<file path="config.mk">
export PLATFORM = sky130hd
export DESIGN_NAME = swc_sleep_wdt
export DESIGN_NICKNAME = d
export VERILOG_FILES = /design/src/swc_pkg.sv /design/src/swc_prescale.sv /design/src/swc_sleep_wdt.sv
export SDC_FILE = /design/constraint.sdc
export NUM_CORES = 1
export LEC_CHECK = 0
export ABC_AREA = 1
export BUFFER_PORTS_ARGS = -buffer_cell sky130_fd_sc_hd__buf_4
export CORE_ASPECT_RATIO = 1.1
export CORE_MARGIN = 5
export CORE_UTILIZATION = 50
export DETAILED_ROUTE_END_ITERATION = 16
export PLACE_DENSITY = 0.72
export SLEW_MARGIN = 20
export SYNTH_ARGS = -nofsm -noshare
export SYNTH_HDL_FRONTEND = slang
export SYNTH_SLANG_ARGS = --single-unit
</file>
<file path="constraint.sdc">
create_clock -name clk_sys -period 2.9 [get_ports clk_sys]
set_input_delay 0.87 -clock clk_sys [delete_from_list [all_inputs] [get_ports clk_sys]]
set_output_delay 0.87 -clock clk_sys [all_outputs]
set_load 0.01 [all_outputs]
</file>
<file path="src/swc_pkg.sv">
package swc_pkg;

  // ----------------------------------------------------------------
  // register map
  // ----------------------------------------------------------------
  localparam logic [3:0] SWC_ADDR_STATUS = 4'h0;
  localparam logic [3:0] SWC_ADDR_WDCON = 4'h1;
  localparam logic [3:0] SWC_ADDR_IRQ_EN = 4'h2;
  localparam logic [3:0] SWC_ADDR_IRQ_FLAG = 4'h3;

  localparam int SWC_STATUS_TO_BIT = 4;
  localparam int SWC_STATUS_PD_BIT = 3;
  localparam int SWC_WDCON_PS_LSB = 1;
  localparam int SWC_WDCON_EN_BIT = 0;
  localparam int SWC_GIE_BIT = 7;

  localparam logic [4:0] SWC_PS_RESET = 5'h0b;
  localparam logic [4:0] SWC_PS_MAX = 5'h12;
  localparam logic [4:0] SWC_PS_BASE_SHIFT = 5'h05;
  localparam logic [7:0] SWC_IRQ_EN_RESET = 8'h00;

  // ----------------------------------------------------------------
  // timing
  // ----------------------------------------------------------------
  localparam int SWC_CLK_HZ = 10000000;
  localparam int SWC_LFOSC_HZ = 31000;
  // system clocks per low-frequency oscillator tick, rounded down
  localparam int SWC_LF_DIV = SWC_CLK_HZ / SWC_LFOSC_HZ;

  // ----------------------------------------------------------------
  // modes
  // ----------------------------------------------------------------
  localparam logic [1:0] SWC_MODE_OFF = 2'h0;
  localparam logic [1:0] SWC_MODE_SOFT = 2'h1;
  localparam logic [1:0] SWC_MODE_AWAKE = 2'h2;
  localparam logic [1:0] SWC_MODE_ON = 2'h3;

  typedef enum logic [1:0] {
    SWC_RUN,
    SWC_SLEEP,
    SWC_WAKE
  } swc_state_t;

  typedef struct packed {
    logic sleep;
    logic watchdog_clear_instr;
    logic osc_fail;
    logic osc_div_change;
  } swc_core_req_t;

  typedef struct packed {
    logic [3:0] addr;
    logic [7:0] wdata;
    logic wr;
    logic rd;
  } swc_bus_req_t;

endpackage

</file>
<file path="src/swc_prescale.sv">
module swc_prescale
  import swc_pkg::*;
#(
  parameter int DIV = SWC_LF_DIV
) (
  // clock and reset
  input wire logic clk_sys,
  input wire logic rst,
  // control
  input wire logic clr,
  output logic tick
);

  localparam int W = $clog2(DIV + 1);

  typedef struct packed {
    logic [W-1:0] cnt;
    logic tick;
  } swc_ps_state_t;

  swc_ps_state_t s_q;
  swc_ps_state_t s_d;

  always_comb begin
    s_d = s_q;
    s_d.tick = 1'b0;
    if (clr) begin
      s_d.cnt = '0;
    end else if (s_q.cnt == W'(DIV - 1)) begin
      s_d.cnt = '0;
      s_d.tick = 1'b1;
    end else begin
      s_d.cnt = s_q.cnt + W'(1);
    end
  end

  always_ff @(posedge clk_sys or posedge rst) begin
    if (rst) begin
      s_q <= '0;
    end else begin
      s_q <= s_d;
    end
  end

  assign tick = s_q.tick;

endmodule

</file>
<file path="src/swc_sleep_wdt.sv">
// Contract
// - sleep entry clears watchdog, clears power-down, sets time-out, stops core clock.
// - low-frequency timebase and pin states keep going through sleep.
// - sleep never masks resets other than the watchdog.
// - hard resets restart; watchdog, external, peripheral interrupts resume execution.
// - wake needs a source enable; global enable plays no part.
// - instruction after sleep is prefetched and runs first after wake.
// - global enable clear: continue in line after wake, no vector.
// - global enable set: run next instruction, then vector to service routine.
// - every wake from sleep clears the watchdog.
// - pending enabled interrupt with global enable clear makes sleep a no-op.
// - interrupt during sleep instruction completes it and wakes at once.
// - high-frequency oscillator may stay on in sleep for waveform users.
// - watchdog resets device when not cleared in time while awake.
// - watchdog counts low-frequency oscillator cycles, base interval shortest.
// - mode 11 always on, 10 awake only, 00 off.
// - mode 01 follows software enable bit, awake and asleep.
// - period field selects time-out, defaulting to two seconds after reset.
// - clear on reset, clear instruction, sleep entry, exit, osc fail, disable.
// - oscillator divider changes leave the watchdog count alone.
// - enabled in sleep: count again from zero, cleared again on exit.
// - time-out in sleep wakes device and updates status flags, no reset.
// - prescale 2^(5+code) up to 10010, reset 01011, reserved codes minimum.
//
// The address map and strobed register access were chosen for this implementation.
module swc_sleep_wdt
  import swc_pkg::*;
#(
  parameter int LF_DIV = SWC_LF_DIV
) (
  // clock and reset
  input wire logic clk_sys,
  input wire logic rst,
  // configuration word
  input wire logic [1:0] watchdog_mode_cfg,
  // core requests
  input wire swc_core_req_t core_req,
  // interrupt sources
  input wire logic [7:0] irq_flags,
  // register port
  input wire swc_bus_req_t bus,
  output logic [7:0] rdata,
  // core and system control
  output logic cpu_clk_en,
  output logic wake_pulse,
  output logic vector_req,
  output logic wdt_reset_req,
  output logic lf_osc_run,
  output logic hf_osc_keep,
  // oscillator request from waveform users
  input wire logic hf_osc_users
);

  // ----------------------------------------------------------------
  // state
  // ----------------------------------------------------------------
  typedef struct packed {
    swc_state_t st;
    logic [22:0] count;
    logic power_down_flag;
    logic time_out_flag;
    logic [4:0] watchdog_period_sel;
    logic soft_watchdog_enable;
    logic [7:0] irq_en;
    logic [7:0] rdata;
    logic cpu_clk_en;
    logic wake_pulse;
    logic vector_req;
    logic wdt_reset_req;
    logic hf_keep;
  } swc_top_state_t;

  swc_top_state_t s_q;
  swc_top_state_t s_d;

  logic lf_tick;
  logic wdt_active;
  logic wdt_clear;
  logic irq_pending;
  logic global_irq_enable;
  logic [22:0] limit;
  logic timeout;

  // ----------------------------------------------------------------
  // low-frequency timebase
  // ----------------------------------------------------------------
  swc_prescale #(
    .DIV(LF_DIV)
  ) u_lf (
    .clk_sys(clk_sys),
    .rst(rst),
    .clr(1'b0),
    .tick(lf_tick)
  );

  // ----------------------------------------------------------------
  // watchdog decode
  // ----------------------------------------------------------------
  always_comb begin
    global_irq_enable = s_q.irq_en[SWC_GIE_BIT];
    // wake sources: enable and flag, global bit ignored
    irq_pending = |(s_q.irq_en[6:0] & irq_flags[6:0]);
    case (watchdog_mode_cfg)
      SWC_MODE_ON: wdt_active = 1'b1;
      SWC_MODE_AWAKE: wdt_active = (s_q.st != SWC_SLEEP);
      SWC_MODE_SOFT: wdt_active = s_q.soft_watchdog_enable;
      default: wdt_active = 1'b0;
    endcase
    // reserved codes fall back to the minimum interval
    if (s_q.watchdog_period_sel > SWC_PS_MAX) begin
      limit = 23'(1) << SWC_PS_BASE_SHIFT;
    end else begin
      limit = 23'(1) << (s_q.watchdog_period_sel + SWC_PS_BASE_SHIFT);
    end
    timeout = wdt_active && lf_tick && (s_q.count >= limit - 23'(1));
  end

  // ----------------------------------------------------------------
  // next state
  // ----------------------------------------------------------------
  always_comb begin
    s_d = s_q;
    s_d.wake_pulse = 1'b0;
    s_d.vector_req = 1'b0;
    s_d.wdt_reset_req = 1'b0;
    s_d.hf_keep = hf_osc_users;
    wdt_clear = core_req.watchdog_clear_instr || core_req.osc_fail || !wdt_active;
    // osc_div_change has no effect on the count
    if (core_req.osc_div_change) begin
      wdt_clear = wdt_clear;
    end

    case (s_q.st)
      SWC_RUN: begin
        if (core_req.sleep && !(irq_pending && !global_irq_enable)) begin
          // sleep entry; a flag arriving now wakes at once
          s_d.st = irq_pending ? SWC_WAKE : SWC_SLEEP;
          s_d.cpu_clk_en = irq_pending;
          s_d.power_down_flag = 1'b0;
          s_d.time_out_flag = 1'b1;
          wdt_clear = 1'b1;
        end else if (timeout) begin
          s_d.time_out_flag = 1'b0;
          s_d.wdt_reset_req = 1'b1;
          wdt_clear = 1'b1;
        end
        // with global disable and a pending source the sleep is a no-op
      end
      SWC_SLEEP: begin
        if (irq_pending) begin
          s_d.st = SWC_WAKE;
          s_d.cpu_clk_en = 1'b1;
          wdt_clear = 1'b1;
        end else if (timeout) begin
          s_d.st = SWC_WAKE;
          s_d.cpu_clk_en = 1'b1;
          s_d.time_out_flag = 1'b0;
          wdt_clear = 1'b1;
        end
      end
      SWC_WAKE: begin
        // prefetched next instruction runs, then vector if enabled
        s_d.st = SWC_RUN;
        s_d.wake_pulse = 1'b1;
        s_d.vector_req = global_irq_enable;
        wdt_clear = 1'b1;
      end
      default: s_d.st = SWC_RUN;
    endcase

    if (wdt_clear) begin
      s_d.count = '0;
    end else if (lf_tick) begin
      s_d.count = s_q.count + 23'(1);
    end

    // register writes
    if (bus.wr) begin
      case (bus.addr)
        SWC_ADDR_WDCON: begin
          s_d.watchdog_period_sel = bus.wdata[SWC_WDCON_PS_LSB +: 5];
          s_d.soft_watchdog_enable = bus.wdata[SWC_WDCON_EN_BIT];
        end
        SWC_ADDR_IRQ_EN: s_d.irq_en = bus.wdata;
        default: s_d.irq_en = s_d.irq_en;
      endcase
    end

    s_d.rdata = 8'h00;
    if (bus.rd) begin
      case (bus.addr)
        SWC_ADDR_STATUS: begin
          s_d.rdata[SWC_STATUS_TO_BIT] = s_q.time_out_flag;
          s_d.rdata[SWC_STATUS_PD_BIT] = s_q.power_down_flag;
        end
        SWC_ADDR_WDCON: s_d.rdata = {2'h0, s_q.watchdog_period_sel, s_q.soft_watchdog_enable};
        SWC_ADDR_IRQ_EN: s_d.rdata = s_q.irq_en;
        SWC_ADDR_IRQ_FLAG: s_d.rdata = irq_flags;
        default: s_d.rdata = 8'h00;
      endcase
    end
  end

  // ----------------------------------------------------------------
  // registers
  // ----------------------------------------------------------------
  // any reset restarts everything; sleep has no say over rst
  always_ff @(posedge clk_sys or posedge rst) begin
    if (rst) begin
      s_q.st <= SWC_RUN;
      s_q.count <= '0;
      s_q.power_down_flag <= 1'b1;
      s_q.time_out_flag <= 1'b1;
      s_q.watchdog_period_sel <= SWC_PS_RESET;
      s_q.soft_watchdog_enable <= 1'b0;
      s_q.irq_en <= SWC_IRQ_EN_RESET;
      s_q.rdata <= 8'h00;
      s_q.cpu_clk_en <= 1'b1;
      s_q.wake_pulse <= 1'b0;
      s_q.vector_req <= 1'b0;
      s_q.wdt_reset_req <= 1'b0;
      s_q.hf_keep <= 1'b0;
    end else begin
      s_q <= s_d;
    end
  end

  assign rdata = s_q.rdata;
  assign cpu_clk_en = s_q.cpu_clk_en;
  assign wake_pulse = s_q.wake_pulse;
  assign vector_req = s_q.vector_req;
  assign wdt_reset_req = s_q.wdt_reset_req;
  assign hf_osc_keep = s_q.hf_keep;
  // low-frequency oscillator never stops, pins are not touched here
  assign lf_osc_run = 1'b1;
endmodule

</file>
==> metrics.txt <==
largest net degree at the start of global routing 65; first-pass GRT wire length 18.68 mm; VDD IR-drop max between 0.0005 and 0.0006 V; Yosys top cell area share ~33%; min setup slack post-route -0.3560 ns; FF-to-FF setup slack -0.36 ns; yosys warns 0; final instance area 5744 um^2; Clk Latency, worst-skew pair around 0.36 ns; crit path DAT 3.55 ns; worst slack, placed -0.3473 ns; Cells after Synth roughly 580; maximum achievable frequency 307.1 MHz; Port Buf Inserts 42; fin crit period 3.256 ns; Die Ht 108.2 um; clk buf depth 2; DR WL/cell between 10 and 15 um; setup TNS -8.386 ns; # diodes 0; multiplexer area fraction after synthesis less than 1%; largest family of logic cells by synthesized area simple AND/OR/NAND/NOR gates; row count 35; cts hold-fix bufs 0; area grow syn2layout 31.13%; Reg clk slew, reported paths about 0.070 ns; Simple-Gate Fraction of Synth Area 31.45%; slew margin rel. between 30 and 40%; DIE AREA 10730 um^2; Die Wd between 90 and 100 um; Max-Cap Viols 0; clock sink count 64; CP startpoint kind register; Worst setup EP type register; pwr dens ~560 nW/um^2; Layout Skew approximately 0.014 ns; core region area 8452 um^2; max-slew violations 0; Netlist cell types 47; most used cell, CP nand2_4; ranking of synthesized cells by area dfrtp_1 (33%), nand2_1 (12%), ha_1 (7.7%); Remaining DRCs 0; total grt overflow 0; Req. time, crit path between 3 and 4 ns; Critical Path Max Stage Delay roughly 0.56 ns; final setup violation count 28; HPWL Detailed around 7.7 mm; final cell count without fillers roughly 790; critical-path cell list nand2_4 -> nand2_4 -> nand2_4 -> xor2_4 -> nor2_4 -> nor2_8 -> nand4_4 -> xor2_2 -> ha_1 -> a21oi_1 -> nand2_1 -> nand2_1 -> nand2_1 -> nor2_2 -> nand3_2 -> nand2_2 -> nand2_2 -> nand2_2 -> nand2_4 -> buf_6 -> buf_12 -> nor2_2; slowest CP cell dfstp_2; proportion of layout cells with a drive suffix above 1 approximately 29%; worst path buffer plus inverter count 2; FF+latch count, synth 64; Final nets 730; failing checks setup timing; ANT nets after route 0; Placement Cell Area slightly above 5000 um^2; detailed-route vias per instance 5.086; vias 4008; initial antenna violation count 0; Clock Tree Root clkbuf_8; CTS tree built; TritonRoute pass-1 iters 4; peak fanout along the critical path 6; worst slew pin tran 0.9115 ns; H-tree depth 3; Synth Cell Area 4380 um^2; initial core utilization 51.83%; biggest area consumer among synthesized cells dfrtp_1; CP top delay family simple AND/OR/NAND/NOR gates; Avg Inst Size Synth ~7.6 um^2; final hold violations 0; vias in the first global route around 4000; post-route clock period utilization 112.3%; TritonCTS Buffers 9; Seq/Total Area, Yosys 36.73%; Compound-Gate Fraction of Synth Area under 10%; Adder-Cell Fraction of Synth Area 7.712%; I/O pin cnt 45; class of the worst hold path reg2reg; Synth Area in XOR/XNOR ~7%; Leak between 2 and 3 nW; Cells after DPL about 760; number of fill cells in the layout roughly 650; Initial DRC Count roughly 230; RePlAce Congestion 0.9001; run status finished with violations; Crit Path Class reg2reg; Total GRT Usage between 20% and 30%; unrepaired setup endpoints after global routing yes; final wirelength between 10 and 15 mm
## per-layer routing
metal / up-vias / GRT usage, % / part of all wire (%)
met5: - / 0 / 0
met2: 79 / 35.84 / 49
met4: 0 / 6.732 / 2.0
met3: 25 / 4.194 / 3.8
met1: 1901 / 28.18 / 45
li1: 2003 / - / -
## worst paths after layout
check | depth (start not counted) | start | end
max in group asynchronous | 3 | rst | s_q[22]
min in group asynchronous | 3 | rst | u_lf.s_q[5]
worst max register to register | 22 | s_q[23] | s_q[37]
worst max-delay path | 22 | s_q[23] | s_q[37]
worst min register to register | 2 | s_q[27] | s_q[27]
worst min-delay path | 2 | s_q[27] | s_q[27]
## synth_stat cells, drive strengths merged
cell,n
a21o,3
a21oi,14
a221oi,2
and3,1
buf,14
clkbuf,3
clkinv,2
conb,2
dfrtp,58
dfstp,6
ha,27
inv,78
mux2,1
mux2i,1
nand2,147
nand3,32
nand3b,3
nand4,20
nor2,92
nor3,5
nor3b,1
nor4,2
o211ai,3
o21a,2
o21ai,20
o21bai,1
o22ai,2
or2,1
xnor2,10
xor2,22
## state kept, by name (all words and copies together) (netlist names)
register	count
wake_pulse	1
u_lf.tick	1
hf_osc_keep	1
s_q	40
global_irq_enable	1
rdata	8
wdt_reset_req	1
u_lf.s_q	9
vector_req	1
cpu_clk_en	1
## timing repair
action,in CTS,in global routing
pin swaps,25,26
buffers inserted,5,1
endpoints found under the setup margin,28,28
gates resized for setup,45,24
gates cloned,3,0
## worst min-delay path: cells and delay by family (launching register included)
kind | cells | cell delay, ns
flip-flops | 1 | 0.37
AND/OR/NAND/NOR | 2 | 0.09
## layout by cell type (no fill, tap or decap), types with 2 or more instances in the layout
cell type	n
buf_4	92
dfrtp_1	57
ha_1	24
nand2_2	9
nand3_4	2
nand4_1	19
nand3_2	4
o22ai_1	2
xor2_2	2
ha_4	3
inv_2	6
o211ai_1	3
clkinvlp_4	2
conb_1	5
inv_1	72
o21ai_1	2
xor2_1	19
a221oi_1	2
nand3b_1	3
bufinv_16	2
xnor2_1	10
a21o_1	3
nor2_1	53
buf_16	3
buf_12	4
a21oi_1	14
nand2_1	133
nand3_1	26
dfstp_2	6
o21ai_0	17
nor2_4	18
clkbuf_8	9
o21a_1	2
nor4_1	2
nor3_1	4
nor2_2	20
nand2_4	5
## power breakdown
group	total, mW	internal, mW	switching (mW)
logic	1.31	0.596	0.715
registers	1.05	0.978	0.0717
clock network	0.880	0.489	0.391
total	3.24	2.06	1.18
## final cells by class
class	instances	area (um^2)	share of cell area, %
flip-flops and latches	64	1610	28.03
repair buffers	100	864.6	15.05
clock buffers	10	127.6	2.222
well taps	111	138.9	2.418
clock inverters	6	92.59	1.612
multi-input cells	417	2597	45.22
inverters	80	312.8	5.445
## metrics by stage
stage          util (%)  power [mW]  hold WS (ns)
2_1_floorplan         -       1.722        0.4318
3_3_place_gp      60.62       2.107        0.4424
3_5_place_dp      60.62       2.132        0.4420
4_1_cts           66.81       3.189        0.4651
5_1_grt           67.96       3.464        0.4843
6_report          67.96       3.240        0.4604
## cell families after synthesis
| logic type | count (synthesis) |
|---|---|
| DFF | 64 |
| other | 2 |
| adders and majority gates | 27 |
| and+or+nand+nor | 304 |
| AOI/OAI and AO/OA | 47 |
| xor gates and xnor gates | 32 |
| muxes | 2 |
| buffers and inverters | 97 |
No activity file was read; power rests on OpenSTA's default activity.
